<file path="src/shared/duc_regs.svh">
// Purpose: Register offsets, field positions, reset values and timing
//          counts for the converter update control block.
// Assumes: Byte-wide registers on a plain strobe port, 50 MHz core clock.
// Notes:   Definitions only; include by bare name.
`ifndef DUC_REGS_SVH
`define DUC_REGS_SVH

// ==========================================================
// Register offsets
`define DUC_OFS_CONTROL 2'h0
`define DUC_OFS_VALUE_HIGH 2'h1
`define DUC_OFS_VALUE_LOW 2'h2
`define DUC_OFS_STATUS 2'h3

// ==========================================================
// Control fields
`define DUC_CTL_ENABLE_BIT 0
`define DUC_CTL_PIN_OE_BIT 1
`define DUC_CTL_LEFT_ADJ_BIT 2
`define DUC_CTL_TRIG_SEL_LSB 4
`define DUC_CTL_TRIG_SEL_MSB 6
`define DUC_CTL_AUTO_TRIG_BIT 7
// Bit 3 is reserved and always reads as zero
`define DUC_CTL_WRITE_MASK 8'hf7

// ==========================================================
// Status fields
`define DUC_STS_PENDING_BIT 0
`define DUC_STS_BUSY_BIT 1

// ==========================================================
// Reset values
`define DUC_RST_CONTROL 8'h00
`define DUC_RST_VALUE_HIGH 8'h00
`define DUC_RST_VALUE_LOW 8'h00
`define DUC_RST_SHADOW 10'h000

// ==========================================================
// Timing
`define DUC_CLK_PERIOD_NS 20
`define DUC_CONV_TIME_NS 1000
// Least time, so round up to whole cycles
`define DUC_CONV_CYCLES \
    ((`DUC_CONV_TIME_NS + `DUC_CLK_PERIOD_NS - 1) / `DUC_CLK_PERIOD_NS)

`endif

</file>
<file path="src/shared/duc_pkg.sv">
// Purpose: Types shared by the converter update control modules.
// Assumes: Constants live in duc_regs.svh.
// Notes:   State of each module is one packed struct.
package duc_pkg;

    // ==========================================================
    // Trigger sources in select-code order
    typedef enum logic [2:0] {
        DUC_TRIG_CMP0,
        DUC_TRIG_CMP1,
        DUC_TRIG_EXT_IRQ0,
        DUC_TRIG_T0_CMP,
        DUC_TRIG_T0_OVF,
        DUC_TRIG_T1_CMP_B,
        DUC_TRIG_T1_OVF,
        DUC_TRIG_T1_CAPT
    } duc_trig_src_e;

    // ==========================================================
    // Edge detector state
    typedef struct packed {
        logic [7:0] prev_flags;
    } duc_edge_s;

    // ==========================================================
    // Main block state
    typedef struct packed {
        logic [7:0] ctrl_reg;
        logic [7:0] value_high_reg;
        logic [7:0] value_low_reg;
        logic la_used_reg;
        logic pending_reg;
        logic [9:0] shadow_reg;
        logic [7:0] busy_cnt_reg;
        logic start_reg;
        logic [7:0] rd_data_reg;
    } duc_state_s;

endpackage

</file>
<file path="src/rtl/duc_trig_edge.sv">
// Purpose: Pick one trigger flag by select code and flag its rising edge.
// Assumes: Flags are synchronous to i_core_clk.
// Notes:   All eight flags are tracked so that a change of select code
//          never fakes an edge from a flag that was already high.
`timescale 1ns/1ns
module duc_trig_edge
    import duc_pkg::*;
(
    input wire logic i_core_clk,
    input wire logic i_rst_n,
    input wire logic [7:0] i_trig_flags,
    input wire logic [2:0] i_trig_select,
    output logic o_sel_flag,
    output logic o_rise
);

    duc_edge_s st_reg;
    duc_edge_s st_next;
    duc_trig_src_e src;
    logic prev_sel;

    assign src = duc_trig_src_e'(i_trig_select);

    // ==========================================================
    // Source selection
    always_comb begin
        case (src)
            DUC_TRIG_CMP0: begin
                o_sel_flag = i_trig_flags[0];
                prev_sel = st_reg.prev_flags[0];
            end
            DUC_TRIG_CMP1: begin
                o_sel_flag = i_trig_flags[1];
                prev_sel = st_reg.prev_flags[1];
            end
            DUC_TRIG_EXT_IRQ0: begin
                o_sel_flag = i_trig_flags[2];
                prev_sel = st_reg.prev_flags[2];
            end
            DUC_TRIG_T0_CMP: begin
                o_sel_flag = i_trig_flags[3];
                prev_sel = st_reg.prev_flags[3];
            end
            DUC_TRIG_T0_OVF: begin
                o_sel_flag = i_trig_flags[4];
                prev_sel = st_reg.prev_flags[4];
            end
            DUC_TRIG_T1_CMP_B: begin
                o_sel_flag = i_trig_flags[5];
                prev_sel = st_reg.prev_flags[5];
            end
            DUC_TRIG_T1_OVF: begin
                o_sel_flag = i_trig_flags[6];
                prev_sel = st_reg.prev_flags[6];
            end
            DUC_TRIG_T1_CAPT: begin
                o_sel_flag = i_trig_flags[7];
                prev_sel = st_reg.prev_flags[7];
            end
            default: begin
                o_sel_flag = 1'b0;
                prev_sel = 1'b1;
            end
        endcase
    end

    // ==========================================================
    // Edge detection on the raw flag, independent of interrupt enables
    always_comb begin
        st_next = st_reg;
        st_next.prev_flags = i_trig_flags;
        o_rise = o_sel_flag & ~prev_sel;
    end

    always_ff @(posedge i_core_clk) begin
        if (!i_rst_n) begin
            st_reg <= '0;
        end else begin
            st_reg <= st_next;
        end
    end

endmodule

</file>
<file path="src/rtl/duc_top.sv">
// Purpose: Update control for a 10-bit converter: control register, two
//          input bytes, hidden shadow register and trigger selection.
// Assumes: Single clock, synchronous active-low reset, trigger flags
//          synchronous to the core clock.
// Notes:   Analog reference, drive and accuracy live outside this block.
`timescale 1ns/1ns
`include "duc_regs.svh"
module duc_top
    import duc_pkg::*;
#(
    parameter logic [7:0] CONV_CYCLES = 8'(`DUC_CONV_CYCLES)
)
(
    input wire logic i_core_clk,
    input wire logic i_rst_n,
    input wire logic [1:0] i_addr,
    input wire logic [7:0] i_wr_data,
    input wire logic i_wr_en,
    input wire logic i_rd_en,
    output logic [7:0] o_rd_data,
    input wire logic [7:0] i_trig_flags,
    output logic [9:0] o_dac_value,
    output logic o_conv_enable,
    output logic o_pin_drive,
    output logic o_conv_start,
    output logic o_busy
);

    duc_state_s st_reg;
    duc_state_s st_next;
    logic trig_rise;
    logic sel_flag;
    logic wr_ctrl;
    logic wr_high;
    logic wr_low;
    logic auto_mode;
    logic busy;
    logic trig_load;
    logic write_load;

    // ==========================================================
    // Value placement
    // Both adjust forms share this, for write loads and trigger loads
    function automatic logic [9:0] compose(input logic [7:0] high,
                                           input logic [7:0] low,
                                           input logic left_adj);
        logic [9:0] v;
        if (left_adj) begin
            v = {high, low[7:6]};
        end else begin
            v = {high[1:0], low};
        end
        return v;
    endfunction

    // ==========================================================
    // Trigger edge detection
    duc_trig_edge u_trig_edge (
        .i_core_clk(i_core_clk),
        .i_rst_n(i_rst_n),
        .i_trig_flags(i_trig_flags),
        .i_trig_select(
            st_reg.ctrl_reg[`DUC_CTL_TRIG_SEL_MSB:`DUC_CTL_TRIG_SEL_LSB]),
        .o_sel_flag(sel_flag),
        .o_rise(trig_rise)
    );

    // ==========================================================
    // Decode
    assign wr_ctrl = i_wr_en && (i_addr == `DUC_OFS_CONTROL);
    assign wr_high = i_wr_en && (i_addr == `DUC_OFS_VALUE_HIGH);
    assign wr_low = i_wr_en && (i_addr == `DUC_OFS_VALUE_LOW);
    assign auto_mode = st_reg.ctrl_reg[`DUC_CTL_AUTO_TRIG_BIT];
    assign busy = (st_reg.busy_cnt_reg != 8'h00);

    // Edges in a busy window are dropped, not remembered
    assign trig_load = auto_mode && trig_rise && !busy
        && !st_reg.pending_reg;
    assign write_load = !auto_mode && wr_high;

    // ==========================================================
    // Next state
    always_comb begin
        st_next = st_reg;
        st_next.start_reg = 1'b0;
        st_next.rd_data_reg = 8'h00;

        if (wr_ctrl) begin
            st_next.ctrl_reg = i_wr_data & `DUC_CTL_WRITE_MASK;
        end
        if (wr_low) begin
            st_next.value_low_reg = i_wr_data;
            st_next.pending_reg = 1'b1;
        end
        if (wr_high) begin
            st_next.value_high_reg = i_wr_data;
            st_next.pending_reg = 1'b0;
            // Adjust mode is frozen here, so later flips wait for this
            st_next.la_used_reg =
                st_reg.ctrl_reg[`DUC_CTL_LEFT_ADJ_BIT];
        end

        // Shadow takes all ten bits in one edge, enable not consulted
        if (write_load) begin
            st_next.shadow_reg = compose(i_wr_data, st_reg.value_low_reg,
                st_reg.ctrl_reg[`DUC_CTL_LEFT_ADJ_BIT]);
            st_next.start_reg = 1'b1;
        end else if (trig_load) begin
            st_next.shadow_reg = compose(st_reg.value_high_reg,
                st_reg.value_low_reg, st_reg.la_used_reg);
            st_next.start_reg = 1'b1;
        end

        // Conversion window; only a trigger edge is held off by it
        if (write_load || trig_load) begin
            st_next.busy_cnt_reg = CONV_CYCLES;
        end else if (busy) begin
            st_next.busy_cnt_reg = st_reg.busy_cnt_reg - 8'h01;
        end

        if (i_rd_en) begin
            case (i_addr)
                `DUC_OFS_CONTROL: st_next.rd_data_reg = st_reg.ctrl_reg;
                `DUC_OFS_VALUE_HIGH: begin
                    st_next.rd_data_reg = st_reg.value_high_reg;
                end
                `DUC_OFS_VALUE_LOW: begin
                    st_next.rd_data_reg = st_reg.value_low_reg;
                end
                `DUC_OFS_STATUS: begin
                    st_next.rd_data_reg[`DUC_STS_PENDING_BIT] =
                        st_reg.pending_reg;
                    st_next.rd_data_reg[`DUC_STS_BUSY_BIT] = busy;
                end
                default: st_next.rd_data_reg = 8'h00;
            endcase
        end
    end

    always_ff @(posedge i_core_clk) begin
        if (!i_rst_n) begin
            st_reg.ctrl_reg <= `DUC_RST_CONTROL;
            st_reg.value_high_reg <= `DUC_RST_VALUE_HIGH;
            st_reg.value_low_reg <= `DUC_RST_VALUE_LOW;
            st_reg.la_used_reg <= 1'b0;
            st_reg.pending_reg <= 1'b0;
            st_reg.shadow_reg <= `DUC_RST_SHADOW;
            st_reg.busy_cnt_reg <= 8'h00;
            st_reg.start_reg <= 1'b0;
            st_reg.rd_data_reg <= 8'h00;
        end else begin
            st_reg <= st_next;
        end
    end

    // ==========================================================
    // Outputs
    assign o_rd_data = st_reg.rd_data_reg;
    assign o_dac_value = st_reg.shadow_reg;
    assign o_conv_enable =
        st_reg.ctrl_reg[`DUC_CTL_ENABLE_BIT];
    // Pin is only driven from a running converter
    assign o_pin_drive = st_reg.ctrl_reg[`DUC_CTL_PIN_OE_BIT]
        && st_reg.ctrl_reg[`DUC_CTL_ENABLE_BIT];
    assign o_conv_start = st_reg.start_reg;
    assign o_busy = busy;
endmodule

</file>
<file path="config.mk">
export PLATFORM = sky130hd
export DESIGN_NAME = duc_top
export DESIGN_NICKNAME = d
export VERILOG_FILES = /design/src/shared/duc_pkg.sv /design/src/rtl/duc_trig_edge.sv /design/src/rtl/duc_top.sv
export VERILOG_INCLUDE_DIRS = /design/src /design/src/shared
export SDC_FILE = /design/constraint.sdc
export NUM_CORES = 1
export LEC_CHECK = 0
export ABC_AREA = 1
export BUFFER_PORTS_ARGS = -buffer_cell sky130_fd_sc_hd__clkbuf_2
export CAP_MARGIN = 20
export CORE_ASPECT_RATIO = 1.2
export CORE_UTILIZATION = 40
export CTS_CLUSTER_SIZE = 16
export DETAILED_ROUTE_END_ITERATION = 7
export PLACE_DENSITY = 0.59
export SKIP_CTS_REPAIR_TIMING = 1
export SLEW_MARGIN = 25
export SYNTH_ARGS = -nofsm -noshare
export SYNTH_HDL_FRONTEND = slang
export SYNTH_SLANG_ARGS = --single-unit
</file>
<file path="constraint.sdc">
create_clock -name i_core_clk -period 2 [get_ports i_core_clk]
set_input_delay 0.5 -clock i_core_clk [delete_from_list [all_inputs] [get_ports i_core_clk]]
set_output_delay 0.5 -clock i_core_clk [all_outputs]
set_load 0.03 [all_outputs]
</file>
==> results of run 1 <==
stage by stage:
stage	instance area, um^2	hold WS [ps]
2_1_floorplan	3060	449
3_3_place_gp	3180	471
3_5_place_dp	3180	470
4_1_cts	3370	337
5_1_grt	3400	345
6_report	3400	353
per-layer routing:
| layer | part of all wire, % | up-vias | GRT usage (%) |
|---|---|---|---|
| met5 | 0 | - | 0 |
| met1 | 45 | 1245 | 25.5 |
| met4 | 2.5 | 0 | 9.04 |
| met2 | 49 | 49 | 32.9 |
| li1 | - | 1370 | - |
| met3 | 2.9 | 15 | 4.39 |
layout make-up:
cell class                      instances  area [um^2]  share of cell area, %
Multi-Input combinational cell        257         1390                   40.9
Clock buffer                           10          128                   3.76
Sequential cell                        60         1200                   35.4
Clock inverter                          6         63.8                   1.88
Timing Repair Buffer                   50          283                   8.32
Tap cell                               90          113                   3.31
Inverter                               55          219                   6.44
critical path: stages (launching register included):
cell,delay (ps)
dfxtp_1,310
inv_1,140
ha_4,170
nand3_2,100
inv_2,80
nand3_4,90
buf_4,180
synthesized netlist by cell type, types with 2 or more instances:
| cell type | instances |
|---|---|
| xor2_1 | 5 |
| a21oi_1 | 20 |
| nand2_1 | 65 |
| o31ai_1 | 10 |
| nand4_1 | 22 |
| dfxtp_1 | 60 |
| nand3_2 | 13 |
| nor2_1 | 54 |
| nor3_2 | 2 |
| buf_6 | 3 |
| nand2_4 | 3 |
| nand2_2 | 2 |
| inv_6 | 2 |
| o211ai_1 | 4 |
| inv_1 | 50 |
| buf_4 | 19 |
| o221ai_1 | 6 |
| nand3_1 | 7 |
| buf_2 | 9 |
| clkbuf_4 | 2 |
| clkbuf_1 | 6 |
| o21ai_0 | 36 |
power groups by stage:
stage | Sequential (W) | Combinational, W | Clock (W)
detailed placement | 0.00140 | 0.000717 | 0
global placement | 0.00140 | 0.000702 | 0
floorplan | 0.00138 | 0.000583 | 0
CTS | 0.00138 | 0.000723 | 0.00111
finish | 0.00138 | 0.000787 | 0.00108
global route | 0.00139 | 0.000900 | 0.00117
layout by cell type (no fill, tap or decap), types with 2 or more instances in the layout:
cell type / n
inv_1: 49
o211ai_1: 4
dfxtp_1: 58
nand3_1: 6
clkbuf_2: 42
nor3_2: 2
nand4_1: 22
nor2_1: 54
nand3_2: 13
a21oi_1: 20
o21ai_0: 36
xor2_1: 5
dfxtp_2: 2
clkbuf_8: 9
inv_2: 2
nand2_4: 3
inv_6: 3
o31ai_1: 10
o221ai_1: 6
buf_4: 7
nand2_1: 65
clkinvlp_4: 2
nand2_2: 2
clkinv_2: 2
kinds of logic (layout without fill, tap and decap cells):
| kind of cell | Yosys count | after routing | share of synthesized area (%) |
|---|---|---|---|
| AO/OA/AOI/OAI | 80 | 80 | 15.3 |
| XOR/XNOR | 5 | 5 | 1.43 |
| adder cells (fa/ha/maj) | 1 | 1 | 0.408 |
| buffers and inverters | 95 | 121 | 16.3 |
| flip-flops | 60 | 60 | 39.2 |
| AND/OR/NAND/NOR | 171 | 171 | 27.4 |
how the worst max path moves through the flow:
stage / start / to / depth (start not counted)
after global routing: st_reg[10]$_SDFFE_PN0P_ / o_busy / 6
final: st_reg[9]$_SDFFE_PP0P_ / o_busy / 6
after detailed placement: st_reg[9]$_SDFFE_PP0P_ / st_reg[13]$_SDFFE_PN0P_ / 10
after global placement: st_reg[9]$_SDFFE_PP0P_ / st_reg[14]$_SDFFE_PN0P_ / 10
after floorplan: st_reg[9]$_SDFFE_PP0P_ / st_reg[14]$_SDFFE_PN0P_ / 10
after CTS: st_reg[9]$_SDFFE_PP0P_ / o_busy / 6
==> flow_summary_export.csv, run 1 <==
group,metric,value,unit
run_status,status,"complete, no violations",
synthesis,ys_top_cells_by_area,"dfxtp_1, nand2_1, nor2_1, inv_1, o21ai_0",
die,die_w,81.9,um
global_routing,grt_pass1_wl,12.5,mm
global_routing,grt_pass1_vias,2648,
routing,drtIter0Drc,129,
placed_design,io_buffers,43,
placed_design,dp.cells,512,
clock_tree,clk_latency,340,ps
critical_path,cp-end-kind,"primary output",
critical_path,critPathRequiredTime,1500,ps
global_routing,grt_overflow_total,0,
die,die_y,97.9,um
global_routing,track_usage,20.4,%
sta,finalHoldViolCount,0,
finish,finalNetCount,456,
synthesis,async_reset_ff_share,0,%
synthesis,synth_edf_count,0,
clock_tree,cts_tree,"built",
sta,max_freq,524,MHz
synthesis,avgSynthCellArea,7.43,um^2
finish,final_cells,528,
synthesis,ys_types,34,
routing,first_pass_iters,4,
sta,finalSetupViolCount,0,
finish,diodes,0,
routing,post_drt_via_cell_ratio,5.07,
placed_design,dp_slack,127,ps
synthesis,synthFlopType,"dfxtp_1",
finish,drive_gt1_share,22.1,%
finish,syn_to_final_growth,10.9,%
synthesis,syn_nets,435,
clock_tree,clk_pin_slew,70,ps
min_path,hold_end,"u_trig_edge.st_reg[4]$_SDFF_PN0_",
sta,finalCriticalPeriod,1910,ps
die,ios,44,
synthesis,ys_warn_count,0,
synthesis,syn_inst,412,
critical_path,worstPathMaxFanout,5,
clock_tree,htree_levels,3,
synthesis,ys_ff_latch,60,
sta,finalWorstSetupSlack,92.0,ps
die,die_area,0.00801,mm^2
critical_path,crit_arrival,1410,ps
clock_tree,cts_made_buffers,9,
pwr,netSwitchingPower,0.00107,W
clock_tree,clockBufferDepth,2,
pwr,p_leak,1.59,nW
synthesis,yosys.area.top_type,"dfxtp_1",
flow_run,cap_violations,0,
die,initial_core_util,41.9,%
min_path,hold_class,"input pin to flip-flop",
critical_path,cp-start-kind,"flip-flop",
routing,wl_per_cell,14.0,um
pwr,powerDensity,954,mW/mm^2
die,core_area,0.00732,mm^2
critical_path,reg2regPathDepth,10,
sta,skew,11.9,ps
clock_tree,cts-root-buf,"clkbuf_8",
die,num_rows,34,
pwr,power.total,0.00324,W
critical_path,path_class,"flip-flop to primary output",
synthesis,synth_top_area_share,39.2,%
critical_path,r2r-end,"st_reg[13]$_SDFFE_PN0P_",
synthesis,netlist_area,0.00306,mm^2
finish,fillCellCount,766,
placed_design,gp_congestion,0.863,
min_path,holdPathStages,3,
global_routing,grt_max_degree,49,
pwr,p_comb_share,24.3,%
sta,fin_tns_setup,0,ps
finish,utilization,46.4,%
routing,antenna_left,0,
routing,wl,7.39,mm
sta,maxSlewViolCount,0,
synthesis,yosysSeqAreaShare,39.2,%
sta,relSlewSlack,70.4,%
pwr,p_clk_share,33.2,%
pwr,ir_drop,0.358,mV
finish,largest_reg_flops,31,
pwr,seq_power_share,42.5,%
global_routing,antenna_found_initial,0,
min_path,hold_start,"i_trig_flags[4]",
critical_path,r2r_slack,270,ps
routing,drcViolationCount,0,
sta,tightest_slew,443,ps
routing,via_count,2679,
clock_tree,cts.sinks,60,
pwr,swShare,33.0,%
placed_design,dpl.hpwl,5.32,mm
sta,fin_crit_sh,95.4,%
pwr,p_int,0.00217,W
critical_path,reg2reg_from,"st_reg[9]$_SDFFE_PP0P_",
Note: power is estimated with default switching activity, not from simulation.
==> run 2, diff against run 1 <==
Settings changed: CORE_UTILIZATION 40 to 57, PLACE_DENSITY 0.59 to 0.79.
==> flow_summary_export.csv, run 2 (synthesis gave the netlist of run 1 again) <==
group,metric,value,unit
run_status,status,"complete, no violations",
finish,diodes,0,
finish,fillCellCount,462,
critical_path,cp_slowest_stage_delay,320,ps
placed_design,dp.cells,479,
critical_path,critPathRequiredTime,1500,ps
die,ios,44,
critical_path,critPathMostFrequentCell,"nand3_2",
finish,layout_commonest_cell,"nand2_1",
sta,finalWorstSetupSlack,88.8,ps
clock_tree,cts.sinks,60,
sta,fin_crit_sh,95.6,%
pwr,p_int,0.00228,W
routing,met2_wirelength,3.38,mm
placed_design,gp_congestion,0.900,
die,die_y,82.3,um
pwr,netSwitchingPower,0.00101,W
sta,skew,3.55,ps
pwr,p_comb_share,22.7,%
routing,drcViolationCount,0,
finish,final_cells,493,
placed_design,io_buffers,43,
routing,drtIter0Drc,296,
global_routing,grt_pass1_wl,11.1,mm
pwr,power.total,0.00329,W
sta,finalCriticalPeriod,1910,ps
finish,syn_to_final_growth,8.74,%
global_routing,grt_pass1_vias,2403,
global_routing,grt_overflow_total,0,
pwr,p_clk_share,35.0,%
sta,maxSlewViolCount,0,
critical_path,cp-start-kind,"flip-flop",
critical_path,path_delay_family,"buffers and inverters",
pwr,ir_drop,0.536,mV
placed_design,dp_slack,176,ps
routing,wl_met3,470,um
routing,wl_met1,3.15,mm
routing,wl_per_cell,14.5,um
global_routing,antenna_found_initial,0,
die,die_w,68.9,um
die,initial_core_util,60.7,%
flow_run,cap_violations,0,
global_routing,grt_max_degree,33,
global_routing,track_usage,26.9,%
finish,drive_gt1_share,21.7,%
sta,fin_tns_setup,0,ps
sta,max_freq,523,MHz
clock_tree,clockBufferDepth,2,
clock_tree,clk_latency,340,ps
sta,rsz0062_at_grt,"no",
pwr,powerDensity,987,mW/mm^2
sta,relSlewSlack,56.9,%
clock_tree,clk_pin_slew,60,ps
pwr,swShare,30.7,%
routing,highest_layer,"met4",
finish,finalNetCount,453,
critical_path,path_cells,"inv_2, ha_2, nand3_2, inv_1, nand3_2, buf_6",
critical_path,path_class,"flip-flop to primary output",
routing,post_drt_via_cell_ratio,5.67,
critical_path,path_buf_inv,3,
clock_tree,cts-root-buf,"clkbuf_8",
routing,wl,7.15,mm
min_path,hold_class,"input pin to flip-flop",
placed_design,dpl.hpwl,4.84,mm
routing,antenna_left,0,
sta,finalSetupViolCount,0,
finish,largest_reg_flops,31,
critical_path,crit_arrival,1410,ps
clock_tree,htree_levels,3,
sta,finalHoldViolCount,0,
critical_path,cp-end-kind,"primary output",
finish,final_cell_mix,"nand2_1, dfxtp_1, nor2_1",
clock_tree,cts_tree,"built",
clock_tree,cts_made_buffers,9,
die,die_area,0.00567,mm^2
routing,first_pass_iters,5,
pwr,seq_power_share,42.2,%
die,num_rows,28,
routing,via_count,2795,
pwr,p_leak,1.58,nW
critical_path,worstPathMaxFanout,4,
sta,tightest_slew,646,ps
critical_path,crit_slowest_cell,"dfxtp_1",
die,core_area,0.00504,mm^2
[run 2: cell count changes in the layout (fill, tap and decap cells not counted)]
cell	before	now
dfxtp_1	58	57
nand3_2	13	14
clkinvlp_4	2	0
buf_4	7	4
inv_6	3	2
clkinv_2	2	0
buf_12	1	0
clkbuf_8	9	13
ha_4	1	0
buf_6	0	1
dfxtp_2	2	3
clkbuf_1	1	0
nand3_4	1	0
ha_2	0	1
[run 2: area by class of cell]
type | instances | area (um^2) | area share (%)
inverter | 55 | 219 | 6.57
tap | 60 | 75.1 | 2.25
clock inverter | 1 | 30.0 | 0.902
multi-input combinational | 257 | 1370 | 41.2
timing repair buffer | 47 | 251 | 7.55
clock buffer | 13 | 179 | 5.37
sequential | 60 | 1200 | 36.2
[run 2: stage by stage]
stage	hold WS [ps]	area, um^2	util [%]
2_1_floorplan	449	3060	-
3_3_place_gp	468	3100	61.5
3_5_place_dp	467	3100	61.5
4_1_cts	351	3310	65.7
5_1_grt	356	3330	66.0
6_report	357	3330	66.0
[run 2: worst register-to-register path: stages, from the launching register on]
cell and delay [ps]:
dfxtp_1 320, inv_2 80, ha_2 200, nand3_2 110, inv_1 80, nand3_2 110, nor2_1 210, nand2_4 140
nand2_4 200, nand2_1 140, o21ai_0 100
[run 2: final timing paths]
| check | startpoint | to | slack [ps] | cells past startpoint |
|---|---|---|---|---|
| worst min register to register | o_dac_value[3]$_SDFFE_PN0P_ | o_dac_value[3]$_SDFFE_PN0P_ | 470 | 2 |
| worst max register to register | st_reg[9]$_SDFFE_PP0P_ | st_reg[14]$_SDFFE_PN0P_ | 230 | 10 |
| worst max-delay path | st_reg[9]$_SDFFE_PP0P_ | o_busy | 90 | 6 |
| worst min-delay path | i_trig_flags[0] | u_trig_edge.st_reg[0]$_SDFF_PN0_ | 360 | 3 |
[run 2: routing by layer]
layer	global-route usage, %	up-vias
li1	-	1368
met1	36.9	1290
met2	40.1	120
met3	6.04	17
met4	11.0	0
met5	0	-
[run 2: power by group through the flow]
stage / sequential (W) / clock [W] / combinational [W]
2_1_floorplan: 0.00138 / 0 / 0.000583
3_3_place_gp: 0.00140 / 0 / 0.000674
3_5_place_dp: 0.00141 / 0 / 0.000694
4_1_cts: 0.00138 / 0.00116 / 0.000708
5_1_grt: 0.00140 / 0.00121 / 0.000847
6_report: 0.00139 / 0.00115 / 0.000747
==> run 3, diff against run 2 <==
Settings changed: CELL_PAD_IN_SITES_DETAIL_PLACEMENT set to 2, CELL_PAD_IN_SITES_GLOBAL_PLACEMENT set to 2, CORE_UTILIZATION 57 to 29, PLACE_DENSITY 0.79 to 0.75.
Clock period 2 ns to 1.6 ns, I/O delays scaled along.
==> flow_summary_export.csv, run 3 (synthesis gave the netlist of run 1 again) <==
group,metric,value,unit
run_status,status,"finished, violations left",
run_status,violations,"negative setup slack",
die,initial_core_util,30.1,%
placed_design,dpl.hpwl,7.19,mm
placed_design,post_dp_cell_area,0.00343,mm^2
critical_path,endpoint,"o_busy",
placed_design,gp_congestion,0.781,
routing,via_count,2973,
finish,layout_commonest_cell,"nand2_1",
die,die_y,115,um
critical_path,r2r-end,"o_dac_value[0]$_SDFFE_PN0P_",
sta,fin_tns_setup,-833,ps
finish,largest_reg_flops,31,
critical_path,cp.depth,6,
global_routing,antenna_found_initial,0,
finish,diodes,0,
die,num_rows,40,
sta,rsz0062_at_grt,"yes",
routing,wl_per_cell,17.6,um
finish,finalNetCount,488,
critical_path,worstPathMaxFanout,5,
clock_tree,cts.sinks,60,
critical_path,path_delay_family,"flip-flops",
placed_design,io_buffers,43,
finish,design_area,0.00393,mm^2
critical_path,reg2regPathDepth,12,
clock_tree,cts-root-buf,"clkbuf_16",
global_routing,grt_max_degree,56,
critical_path,crit_arrival,1310,ps
clock_tree,clockBufferDepth,2,
critical_path,cp-end-kind,"primary output",
sta,finalCriticalPeriod,1710,ps
critical_path,cp-start-kind,"flip-flop",
routing,post_drt_via_cell_ratio,5.00,
global_routing,grt_pass1_wl,16.1,mm
pwr,power.total,0.00511,W
finish,drive_gt1_share,29.9,%
sta,max_freq,586,MHz
critical_path,critPathRequiredTime,1200,ps
sta,finalHoldViolCount,0,
finish,syn_to_final_growth,28.1,%
sta,finalSetupViolCount,14,
sta,fin_crit_sh,107,%
die,die_w,95.8,um
routing,antenna_left,0,
clock_tree,clk_pin_slew,50,ps
min_path,hold_class,"input pin to flip-flop",
sta,tightest_slew,388,ps
global_routing,grt_pass1_vias,3221,
global_routing,grt_overflow_total,0,
die,ios,44,
global_routing,track_usage,19.8,%
sta,skew,11.2,ps
critical_path,path_buf_inv,3,
finish,utilization,38.6,%
critical_path,setup.worst_path.start,"st_reg[10]$_SDFFE_PN0P_",
clock_tree,clk_latency,330,ps
clock_tree,cts_made_buffers,9,
routing,first_pass_iters,4,
critical_path,reg2reg_from,"st_reg[51]$_SDFFE_PN0P_",
sta,maxSlewViolCount,0,
sta,finalHoldWorstSlack,271,ps
pwr,ir_drop,0.430,mV
pwr,p_leak,1.82,nW
pwr,powerDensity,1300,mW/mm^2
critical_path,crit_slowest_cell,"dfxtp_2",
die,core_area,0.0102,mm^2
critical_path,critPathMostFrequentCell,"nand3_4",
clock_tree,htree_levels,3,
critical_path,cp_slowest_stage_delay,320,ps
finish,final_cell_mix,"nand2_1, dfxtp_1, nor2_1",
die,die_area,0.0110,mm^2
sta,finalWorstSetupSlack,-106,ps
critical_path,path_class,"flip-flop to primary output",
routing,wl,10.4,mm
sta,relSlewSlack,74.1,%
flow_run,cap_violations,0,
critical_path,r2r_slack,-100,ps
routing,drtIter0Drc,125,
routing,drcViolationCount,0,
clock_tree,cts_tree,"built",
critical_path,path_cells,"inv_2, ha_4, nand3_4, inv_4, nand3_4, buf_6",
==> run 3: cell count changes in the layout (fill, tap and decap cells not counted), sizes merged <==
cell | before | now
buf | 5 | 38
clkbuf | 55 | 56
clkinv | 1 | 2
nand2 | 70 | 71
==> run 3: final cells by class <==
| cell class | count | area (um^2) |
|---|---|---|
| clock inverter | 2 | 35.0 |
| clock buffer | 13 | 250 |
| timing repair buffer | 81 | 569 |
| fill | 1186 | 6230 |
| sequential | 60 | 1210 |
| tap | 126 | 158 |
| multi-input combinational | 258 | 1480 |
| inverter | 55 | 229 |
==> run 3: per-stage QoR <==
| step | std cells | setup slack, ps |
|---|---|---|
| 6_report | 595 | -106 |
| 5_1_grt | 595 | -186 |
| 4_1_cts | 587 | -361 |
| 3_5_place_dp | 572 | -113 |
| 3_3_place_gp | 572 | -50.3 |
| 2_1_floorplan | 412 | 85.4 |
==> run 3: report_power, final <==
group / leakage (nW) / switching, W / total (W) / internal, W
Combinational: 1.19 / 0.000844 / 0.00145 / 0.000602
Sequential: 0.493 / 0.0000973 / 0.00173 / 0.00163
Clock: 0.140 / 0.000694 / 0.00193 / 0.00124
==> run 3: how the worst min path moves through the flow <==
stage | from | endpoint | slack [ps] | cells past startpoint
after floorplan | st_reg[40]$_SDFFE_PN0P_ | o_rd_data[3]$_SDFF_PN0_ | 450 | 2
after global placement | o_dac_value[6]$_SDFFE_PN0P_ | o_dac_value[6]$_SDFFE_PN0P_ | 460 | 2
after detailed placement | o_dac_value[4]$_SDFFE_PN0P_ | o_dac_value[4]$_SDFFE_PN0P_ | 470 | 2
after CTS | i_trig_flags[5] | u_trig_edge.st_reg[5]$_SDFF_PN0_ | 270 | 3
after global routing | i_trig_flags[1] | u_trig_edge.st_reg[1]$_SDFF_PN0_ | 280 | 3
final | i_trig_flags[4] | u_trig_edge.st_reg[4]$_SDFF_PN0_ | 270 | 3
==> run 3: per-layer routing <==
metal,up-vias,part of all wire (%),GRT usage (%)
li1,1442,-,-
met1,1472,41,22.3
met2,39,54,35.8
met3,20,2.4,4.58
met4,0,2.1,7.16
met5,-,0,0
==> run 3: worst register-to-register path, cell delays in order (launching register included) <==
cell and delay (ps):
dfxtp_4 360, buf_12 140, nand3_4 80, nor2_2 50, nor2_1 140, nand2_1 100
nor2_2 130, nand2_2 70, nand2_2 100, nand2_4 100, buf_6 170, nand4_1 80
nand2_1 70
